--- config.mk ---
export PLATFORM = sky130hd
export DESIGN_NAME = ddcp_path_config
export DESIGN_NICKNAME = d
export VERILOG_FILES = /design/src/hw/ddcp_path_config.v
export VERILOG_INCLUDE_DIRS = /design/src /design/src/hw
export SDC_FILE = /design/constraint.sdc
export NUM_CORES = 1
export LEC_CHECK = 0
export BUFFER_PORTS_ARGS = -buffer_cell sky130_fd_sc_hd__buf_2
export CORE_MARGIN = 3
export CORE_UTILIZATION = 40
export DETAILED_ROUTE_END_ITERATION = 7
export GPL_TIMING_DRIVEN = 0
export PLACE_DENSITY = 0.63
export REMOVE_ABC_BUFFERS = 1
export SYNTH_ARGS = -nofsm -noshare
export SYNTH_HDL_FRONTEND = slang
export SYNTH_SLANG_ARGS = --single-unit
--- constraint.sdc ---
create_clock -name mclk -period 1.95 [get_ports mclk]
set_input_delay 0.0975 -clock mclk [delete_from_list [all_inputs] [get_ports mclk]]
set_output_delay 0.0975 -clock mclk [all_outputs]
set_load 0.1 [all_outputs]
--- src/hw/ddcp_regs.vh ---
// Register offsets, field positions and reset values of the down-converter path configuration.
// Included by the path configuration module; definitions only.
`ifndef DDCP_REGS_VH
`define DDCP_REGS_VH
// Printed offsets are not all multiples of four: they are indexes, byte address = 4 * index
`define DDCP_IDX_PATH_CONTROL 12'h310
`define DDCP_IDX_INPUT_SELECT 12'h311
`define DDCP_IDX_OSC_CONTROL 12'h314
`define DDCP_IDX_STATUS 12'h318
`define DDCP_RST_PATH_CONTROL 8'h00
`define DDCP_RST_INPUT_SELECT 8'h00
`define DDCP_RST_OSC_CONTROL 8'h00
// Field positions
`define DDCP_CTL_C2R 3
`define DDCP_CTL_RESV_MASK 8'hF7
`define DDCP_INS_RW_MASK 8'hF5
`define DDCP_INS_QSEL 2
`define DDCP_INS_ISEL 0
// Basic decimation codes
`define DDCP_DEC_EXT 3'h7
// Stage enable bits in the chain vector
`define DDCP_ST_HB1 0
`define DDCP_ST_HB2 1
`define DDCP_ST_HB3 2
`define DDCP_ST_HB4 3
`define DDCP_ST_TB1 4
`define DDCP_ST_TB2 5
`define DDCP_ST_FB2 6
// Oscillator channel select modes
`define DDCP_MODE_DIRECT 4'h0
`define DDCP_MODE_EDGE_A0 4'h8
`define DDCP_MODE_EDGE_B1 4'hB
// AXI responses
`define DDCP_RESP_OKAY 2'h0
`define DDCP_RESP_SLVERR 2'h2
`endif

--- src/hw/ddcp_path_config.v ---
// Configuration decode for one down-converter path: registers, filter chain decode,
// input routing and oscillator channel selection, plus a sample routing stage.
// Assumes one 20 MHz clock, synchronous reset, AXI4-Lite master on the same clock,
// and asynchronous aux pins.
`timescale 1ns/10ps
`include "ddcp_regs.vh"

module ddcp_path_config #(
   parameter SAMPLE_W = 16
)(
   // Clock and reset
   input wire mclk,
   input wire sys_rst,
   // AXI4-Lite slave
   input wire [11:0] s_axi_awaddr,
   input wire s_axi_awvalid,
   output reg s_axi_awready,
   input wire [31:0] s_axi_wdata,
   input wire [3:0] s_axi_wstrb,
   input wire s_axi_wvalid,
   output reg s_axi_wready,
   output reg [1:0] s_axi_bresp,
   output reg s_axi_bvalid,
   input wire s_axi_bready,
   input wire [11:0] s_axi_araddr,
   input wire s_axi_arvalid,
   output reg s_axi_arready,
   output reg [31:0] s_axi_rdata,
   output reg [1:0] s_axi_rresp,
   output reg s_axi_rvalid,
   input wire s_axi_rready,
   // Aux pins for edge-controlled channel selection
   input wire auxPinA0,
   input wire auxPinA1,
   input wire auxPinB0,
   input wire auxPinB1,
   // Converter samples in
   input wire [SAMPLE_W-1:0] chanA,
   input wire [SAMPLE_W-1:0] chanB,
   input wire inValid,
   output reg inReady,
   // Routed samples out
   output reg [SAMPLE_W-1:0] pathI,
   output reg [SAMPLE_W-1:0] pathQ,
   output reg pathQValid,
   output reg outValid,
   input wire outReady,
   // Decoded configuration
   output reg [6:0] stageEnable,
   output reg [5:0] decimRatio,
   output reg chainValid,
   output reg realOnly,
   output reg [3:0] activeOscChan
);

   reg [7:0] ctlReg;
   reg [7:0] inSelReg;
   reg [7:0] oscReg;
   reg [11:0] awAddrReg;
   reg awHeld;
   reg [31:0] wDataReg;
   reg [3:0] wStrbReg;
   reg wHeld;
   reg [3:0] pinMeta;
   reg [3:0] pinStable;
   reg [3:0] pinLast;
   reg [3:0] edgeCount;
   reg [SAMPLE_W-1:0] skidI;
   reg [SAMPLE_W-1:0] skidQ;
   reg [1:0] bufCount;
   reg bufWr;
   reg bufRd;
   reg [6:0] stageNext;
   reg [5:0] ratioNext;
   reg validNext;
   reg [3:0] chanNext;
   wire c2r;
   wire [3:0] pinRaw;
   wire [1:0] edgeSel;
   wire edgeMode;
   wire doWrite;
   wire [11:0] wrIdx;
   wire [11:0] rdIdx;
   wire [SAMPLE_W-1:0] routedI;
   wire [SAMPLE_W-1:0] routedQ;

   // Returns the register index of a byte address, or all ones if unaligned
   function [11:0] byteToIdx;
      input [11:0] addr;
      begin
         if (addr[1:0] != 2'h0)
            byteToIdx = 12'hFFF;
         else
            byteToIdx = {2'h0, addr[11:2]} | 12'h300;
      end
   endfunction

   // Byte lane 0 merge
   function [7:0] lane0;
      input [7:0] old;
      input [31:0] data;
      input [3:0] strb;
      begin
         lane0 = strb[0] ? data[7:0] : old;
      end
   endfunction

   assign c2r = ctlReg[`DDCP_CTL_C2R];
   assign pinRaw = {auxPinB1, auxPinB0, auxPinA1, auxPinA0};
   assign edgeMode = (oscReg[7:4] >= `DDCP_MODE_EDGE_A0) && (oscReg[7:4] <= `DDCP_MODE_EDGE_B1);
   assign edgeSel = oscReg[5:4];
   assign doWrite = awHeld && wHeld && !s_axi_bvalid;
   assign wrIdx = byteToIdx(awAddrReg);
   assign rdIdx = byteToIdx(s_axi_araddr);
   assign routedI = inSelReg[`DDCP_INS_ISEL] ? chanB : chanA;
   // Real mode forces Q to zero so downstream never sees stale quadrature data
   assign routedQ = c2r ? {SAMPLE_W{1'b0}} : (inSelReg[`DDCP_INS_QSEL] ? chanB : chanA);

   // Byte addresses only reach 0x0C60; upper index bits must match 0x3
   // so the decode checks addr[11:10] on their own before the index compare below, as the index forces those bits to ones.

   // Write channel: address and data taken independently, response after both
   always @(posedge mclk)
   begin
      if (sys_rst)
      begin
         awHeld <= 1'b0;
         wHeld <= 1'b0;
         awAddrReg <= 12'h000;
         wDataReg <= 32'h00000000;
         wStrbReg <= 4'h0;
         s_axi_awready <= 1'b0;
         s_axi_wready <= 1'b0;
         s_axi_bvalid <= 1'b0;
         s_axi_bresp <= `DDCP_RESP_OKAY;
         ctlReg <= `DDCP_RST_PATH_CONTROL;
         inSelReg <= `DDCP_RST_INPUT_SELECT;
         oscReg <= `DDCP_RST_OSC_CONTROL;
      end
      else
      begin
         s_axi_awready <= !awHeld && !s_axi_awready && !s_axi_bvalid;
         s_axi_wready <= !wHeld && !s_axi_wready && !s_axi_bvalid;
         if (s_axi_awvalid && s_axi_awready)
         begin
            awHeld <= 1'b1;
            awAddrReg <= s_axi_awaddr;
            s_axi_awready <= 1'b0;
         end
         if (s_axi_wvalid && s_axi_wready)
         begin
            wHeld <= 1'b1;
            wDataReg <= s_axi_wdata;
            wStrbReg <= s_axi_wstrb;
            s_axi_wready <= 1'b0;
         end
         if (doWrite)
         begin
            awHeld <= 1'b0;
            wHeld <= 1'b0;
            s_axi_bvalid <= 1'b1;
            s_axi_bresp <= `DDCP_RESP_OKAY;
            if (awAddrReg[11:10] != 2'h3)
               s_axi_bresp <= `DDCP_RESP_SLVERR;
            else if (wrIdx == `DDCP_IDX_PATH_CONTROL)
               ctlReg <= lane0(ctlReg, wDataReg, wStrbReg);
            else if (wrIdx == `DDCP_IDX_INPUT_SELECT)
               inSelReg <= lane0(inSelReg, wDataReg, wStrbReg) & `DDCP_INS_RW_MASK;
            else if (wrIdx == `DDCP_IDX_OSC_CONTROL)
               oscReg <= lane0(oscReg, wDataReg, wStrbReg);
            else if (wrIdx != `DDCP_IDX_STATUS)
               s_axi_bresp <= `DDCP_RESP_SLVERR;
         end
         else if (s_axi_bvalid && s_axi_bready)
            s_axi_bvalid <= 1'b0;
      end
   end

   // Read channel: one read at a time, data one cycle after the address is taken
   always @(posedge mclk)
   begin
      if (sys_rst)
      begin
         s_axi_arready <= 1'b0;
         s_axi_rvalid <= 1'b0;
         s_axi_rdata <= 32'h00000000;
         s_axi_rresp <= `DDCP_RESP_OKAY;
      end
      else
      begin
         s_axi_arready <= !s_axi_arready && !s_axi_rvalid;
         if (s_axi_arvalid && s_axi_arready)
         begin
            s_axi_arready <= 1'b0;
            s_axi_rvalid <= 1'b1;
            s_axi_rresp <= `DDCP_RESP_OKAY;
            s_axi_rdata <= 32'h00000000;
            if (s_axi_araddr[11:10] != 2'h3)
               s_axi_rresp <= `DDCP_RESP_SLVERR;
            else if (rdIdx == `DDCP_IDX_PATH_CONTROL)
               s_axi_rdata <= {24'h000000, ctlReg};
            else if (rdIdx == `DDCP_IDX_INPUT_SELECT)
               s_axi_rdata <= {24'h000000, inSelReg};
            else if (rdIdx == `DDCP_IDX_OSC_CONTROL)
               s_axi_rdata <= {24'h000000, oscReg};
            else if (rdIdx == `DDCP_IDX_STATUS)
               s_axi_rdata <= {9'h000, chainValid, realOnly, decimRatio, stageEnable, activeOscChan, edgeCount};
            else
               s_axi_rresp <= `DDCP_RESP_SLVERR;
         end
         else if (s_axi_rvalid && s_axi_rready)
            s_axi_rvalid <= 1'b0;
      end
   end

   // Filter chain and ratio decode; ratios stored for complex output and halved for real, except third-band-first chains, whose ratio is kept
   always @*
   begin
      stageNext = 7'h00;
      ratioNext = 6'h00;
      validNext = 1'b1;
      case (ctlReg[2:0])
         3'h0:
         begin
            stageNext = 7'h03;
            ratioNext = c2r ? 6'd2 : 6'd4;
         end
         3'h1:
         begin
            stageNext = 7'h07;
            ratioNext = c2r ? 6'd4 : 6'd8;
         end
         3'h2:
         begin
            stageNext = 7'h0F;
            ratioNext = c2r ? 6'd8 : 6'd16;
         end
         3'h3:
         begin
            stageNext = 7'h01;
            ratioNext = c2r ? 6'd1 : 6'd2;
         end
         3'h4:
         begin
            stageNext = 7'h21;
            ratioNext = c2r ? 6'd3 : 6'd6;
         end
         3'h5:
         begin
            stageNext = 7'h23;
            ratioNext = c2r ? 6'd6 : 6'd12;
         end
         3'h6:
         begin
            stageNext = 7'h27;
            ratioNext = c2r ? 6'd12 : 6'd24;
         end
         default:
         begin
            // Extended field only consulted here
            case (inSelReg[7:4])
               4'h0:
               begin
                  stageNext = 7'h2F;
                  ratioNext = c2r ? 6'd24 : 6'd48;
               end
               4'h2:
               begin
                  stageNext = 7'h41;
                  ratioNext = c2r ? 6'd5 : 6'd10;
               end
               4'h3:
               begin
                  stageNext = 7'h43;
                  ratioNext = c2r ? 6'd10 : 6'd20;
               end
               4'h4:
               begin
                  stageNext = 7'h47;
                  ratioNext = c2r ? 6'd20 : 6'd40;
               end
               4'h7:
               begin
                  stageNext = 7'h10;
                  ratioNext = 6'd3;
               end
               4'h8:
               begin
                  stageNext = 7'h50;
                  ratioNext = 6'd15;
               end
               4'h9:
               begin
                  stageNext = 7'h52;
                  ratioNext = 6'd30;
               end
               default:
                  validNext = 1'b0;
            endcase
            // Half ratios 1.5, 7.5 and 15 do not exist: real output refused
            if (c2r && inSelReg[7:4] >= 4'h7)
               validNext = 1'b0;
         end
      endcase
   end

   // Aux pins: two-flop synchronisers, then rising edge detect
   always @(posedge mclk)
   begin
      if (sys_rst)
      begin
         pinMeta <= 4'h0;
         pinStable <= 4'h0;
         pinLast <= 4'h0;
      end
      else
      begin
         pinMeta <= pinRaw;
         pinStable <= pinMeta;
         pinLast <= pinStable;
      end
   end

   // Edge-controlled channel counter
   always @(posedge mclk)
   begin
      if (sys_rst)
         edgeCount <= 4'h0;
      else if (!edgeMode)
         edgeCount <= 4'h0;
      else if (pinStable[edgeSel] && !pinLast[edgeSel])
      begin
         if (edgeCount >= oscReg[3:0])
            edgeCount <= 4'h0;
         else
            edgeCount <= edgeCount + 4'h1;
      end
   end

   always @*
   begin
      if (oscReg[7:4] == `DDCP_MODE_DIRECT)
         chanNext = oscReg[3:0];
      else if (edgeMode)
         chanNext = edgeCount;
      else
         chanNext = oscReg[3:0];
   end

   // Registered configuration outputs
   always @(posedge mclk)
   begin
      if (sys_rst)
      begin
         stageEnable <= 7'h00;
         decimRatio <= 6'h00;
         chainValid <= 1'b0;
         realOnly <= 1'b0;
         activeOscChan <= 4'h0;
      end
      else
      begin
         stageEnable <= stageNext;
         decimRatio <= ratioNext;
         chainValid <= validNext;
         realOnly <= c2r;
         activeOscChan <= chanNext;
      end
   end

   // Two-entry buffer: pathI/pathQ hold the head, a skid entry sits behind it so a stall loses no word
   always @*
   begin
      bufWr = inValid && inReady;
      bufRd = outValid && outReady;
   end

   always @(posedge mclk)
   begin
      if (sys_rst)
      begin
         bufCount <= 2'h0;
         inReady <= 1'b0;
         outValid <= 1'b0;
         pathI <= {SAMPLE_W{1'b0}};
         pathQ <= {SAMPLE_W{1'b0}};
         pathQValid <= 1'b0;
         skidI <= {SAMPLE_W{1'b0}};
         skidQ <= {SAMPLE_W{1'b0}};
      end
      else
      begin
         pathQValid <= !c2r;
         // A full buffer never accepts, so a write with two words held cannot occur
         if (bufRd && bufCount == 2'h2)
         begin
            pathI <= skidI;
            pathQ <= skidQ;
         end
         else if (bufWr && (bufCount == 2'h0 || bufRd))
         begin
            pathI <= routedI;
            pathQ <= routedQ;
         end
         if (bufWr && bufCount == 2'h1 && !bufRd)
         begin
            skidI <= routedI;
            skidQ <= routedQ;
         end
         case ({bufWr, bufRd})
            2'b10: bufCount <= bufCount + 2'h1;
            2'b01: bufCount <= bufCount - 2'h1;
            default: bufCount <= bufCount;
         endcase
         inReady <= (bufCount + (bufWr ? 2'h1 : 2'h0) - (bufRd ? 2'h1 : 2'h0)) < 2'h2;
         outValid <= (bufCount + (bufWr ? 2'h1 : 2'h0) - (bufRd ? 2'h1 : 2'h0)) != 2'h0;
      end
   end

endmodule

==> results.sh <==
export IMPL_num_rows=50
export IMPL_relSlewSlack=0.325
export IMPL_areaGrowthSynthToFinish_pct=24.1
export IMPL_cp_end_kind="flip-flop"
export IMPL_p_int_mw=6.43
export IMPL_p_switching_mw=3.44
export IMPL_synthFlopType="dfxtp_1"
export IMPL_yosysMostFrequentCell="dfxtp_1"
export IMPL_io_pins=200
export IMPL_cts_htree_levels=4
export IMPL_ys_types=56
export IMPL_power_frac_clock=0.344
export IMPL_powerDensity_nw_per_um2=1010
export IMPL_initial_core_util=0.414
export IMPL_cp_data_arrival_time_ps=2160
export IMPL_peakVddDrop_mv=0.900
export IMPL_syn_inst=933
export IMPL_worstMarginPinSlew_ps=1010
export IMPL_slowest_delay_ps=350
export IMPL_worst_clock_skew_ps=11.0
export IMPL_drv_cap=0
export IMPL_drive_gt1_frac=0.229
export IMPL_first_pass_iters=5
export IMPL_grt_max_degree=91
export IMPL_drt_total_wl_mm=19.9
export IMPL_synth_edf_count=0
export IMPL_die_w_um=146
export IMPL_yosys_area_top_type="dfxtp_1"
export IMPL_setup_viol=0
export IMPL_p_total_mw=9.87
export IMPL_nets=1194
export IMPL_yosysSeqAreaShare=0.457
export IMPL_setup_tns_ps=0
export IMPL_die_area_um2=21300
export IMPL_whs_ps=32.8
export IMPL_async_flop_share=0
export IMPL_seq_power_share=0.408
export IMPL_numCtsBuffers=17
export IMPL_fin_crit_ps=1830
export IMPL_n_fill_cell=1806
export IMPL_hold_violations=0
export IMPL_placedCellCount=1286
export IMPL_rsz0062_at_grt="no"
export IMPL_p_sw_frac=0.349
export IMPL_clock_fmax_mhz=547
export IMPL_vias=6878
export IMPL_grt_antenna_before_repair=0
export IMPL_finalCritPeriodShare=0.937
export IMPL_cts_tree="done"
export IMPL_clock_latency_ps=420
export IMPL_ctsLongestPathBuffers=2
export IMPL_viasPerCell=5.09
export IMPL_drv_slew=0
export IMPL_yosysWarnings=0
export IMPL_syn_area_um2=7850
export IMPL_dr_first_iter_drc_count=315
export IMPL_path_max_fanout=5
export IMPL_hp_class="input pin to flip-flop"
export IMPL_core_area_um2=19000
export IMPL_worstSetupPathType="flip-flop to flip-flop"
export IMPL_first_global_vias=6570
export IMPL_syn_area_per_cell_um2=8.41
export IMPL_overflow=0
export IMPL_clkTransAtPathRegs_ps=70
export IMPL_gp_congestion=0.762
export IMPL_crit_slowest_cell="dfxtp_1"
export IMPL_antenna_cells=0
export IMPL_netlist_top_cells_area="dfxtp_1 (46%), nand2_1 (7.9%), a21oi_1 (6.7%)"
export IMPL_fin_cells=1351
export IMPL_cp_start_kind="flip-flop"
export IMPL_die_h_um=146
export IMPL_grt_use_total=0.183
export IMPL_cts_root_buf="clkbuf_16"
export IMPL_grt_first_pass_wirelength_mm=32.7
export IMPL_hpwl_mm=12.8
export IMPL_detail_route_antenna_nets=0
export IMPL_leakage_nw=3.90
export IMPL_numPortBuffers=161
export IMPL_cp_cell_sequence="inv_1 > ha_1 > or2_2 > a21oi_1 > o21ai_0 > o31ai_1"
export IMPL_yosys_area_top_type_share=0.457
export IMPL_drc=0
export IMPL_ys_ff_latch=179
export IMPL_wire_per_inst_um=14.8
export IMPL_synth_common_cells="dfxtp_1 (179), nand2_1 (165), a21oi_1 (105)"
export IMPL_fin_util=0.514
export IMPL_outcome="finished, final reports clean"
export IMPL_comb_power_share=0.248
export IMPL_cp_data_required_time_ps=2280
export IMPL_cts_num_sinks=179
==> registers in the layout, indices dropped and copies added, names as in the netlist, 6 cells and up <==
register	flops
s_axi_rdata	23
pathI	16
pathQ	16
skidI	16
skidQ	16
awAddrReg	12
ctlReg	8
oscReg	8
wDataReg	8
stageEnable	7
decimRatio	6
inSelReg	6
==> critical path, delay by kind of cell (launching register included) <==
kind	cells	cell delay (ps)
DFF	1	350
buffers and inverters	1	90
and+or+nand+nor	1	290
adders and majority gates	1	280
AOI/OAI and AO/OA	3	730
==> stage by stage <==
step	cell area, um2	setup slack, ps
5_1_grt	9740	5.62
4_1_cts	9710	5.50
3_5_place_dp	8770	-808
6_report	9740	123
3_3_place_gp	8650	-2370
2_1_floorplan	7520	-1100
==> power by group through the flow <==
stage	clock (mW)	sequential (mW)	combinational [mW]
CTS	3.49	4.03	2.43
floorplan	0	5.04	0.775
global route	3.64	4.06	2.60
finish	3.39	4.03	2.45
detailed placement	0	4.10	2.35
global placement	0	4.10	2.21
==> worst paths after layout <==
| check | from | endpoint | slack, ps | cells after the start |
|---|---|---|---|---|
| setup / recovery | oscReg[2] | edgeCount[0] | 120 | 6 |
| hold / removal | s_axi_arvalid | s_axi_rresp[1] | 30 | 3 |
| setup reg to reg | oscReg[2] | edgeCount[0] | 120 | 6 |
| hold reg to reg | s_axi_rdata[1] | s_axi_rdata[1] | 430 | 2 |
==> placed cells by master, fill, tap and decap left out, types with 12 or more instances in the layout <==
cell / n
a21oi_1: 103
a22o_1: 15
a22oi_1: 33
buf_2: 160
clkbuf_16: 17
dfxtp_1: 173
dlygate4sd3_1: 28
inv_1: 21
mux2_2: 16
mux2i_1: 33
nand2_1: 165
nand2b_1: 38
nor2_1: 66
nor2b_1: 22
nor3_1: 12
o21ai_0: 32
==> per-layer routing <==
metal / share of wire / global-route usage / vias to the layer above / wire length [um]
li1: - / - / 3482 / -
met1: 0.44 / 0.235 / 3181 / 8820
met2: 0.49 / 0.311 / 187 / 9740
met3: 0.050 / 0.0379 / 28 / 1000
met4: 0.018 / 0.0593 / 0 / 368
met5: 0 / 0 / - / 0
==> layout make-up <==
class                           count  area (um2)  share of cell area
Tap cell                          260         325              0.0334
Multi-Input combinational cell    662        3940               0.405
Clock inverter                     14         151              0.0156
Inverter                           21        78.8             0.00810
Sequential cell                   179        3590               0.369
Timing Repair Buffer              198        1220               0.125
Clock buffer                       17         425              0.0437
==> cell families after synthesis <==
| group | after synthesis | share of synthesized area |
|---|---|---|
| adders and majority gates | 12 | 0.0185 |
| buffers and inverters | 103 | 0.0565 |
| xor gates and xnor gates | 6 | 0.00670 |
| muxes | 51 | 0.0708 |
| AOI/OAI and AO/OA | 225 | 0.177 |
| and+or+nand+nor | 356 | 0.213 |
| DFF | 179 | 0.457 |
| other | 1 | 0.000478 |
==> repair_timing <==
| action | in CTS | in global routing |
|---|---|---|
| setup buffers | 4 | 1 |
| endpoints found under the hold margin | 27 | 0 |
| hold buffers | 28 | 0 |
| gates cloned | 1 | 0 |
| resized for setup | 10 | 6 |
| setup endpoints to repair | 86 | 12 |
| pin swaps | 4 | 3 |
Power figures use the tool's default switching activity.
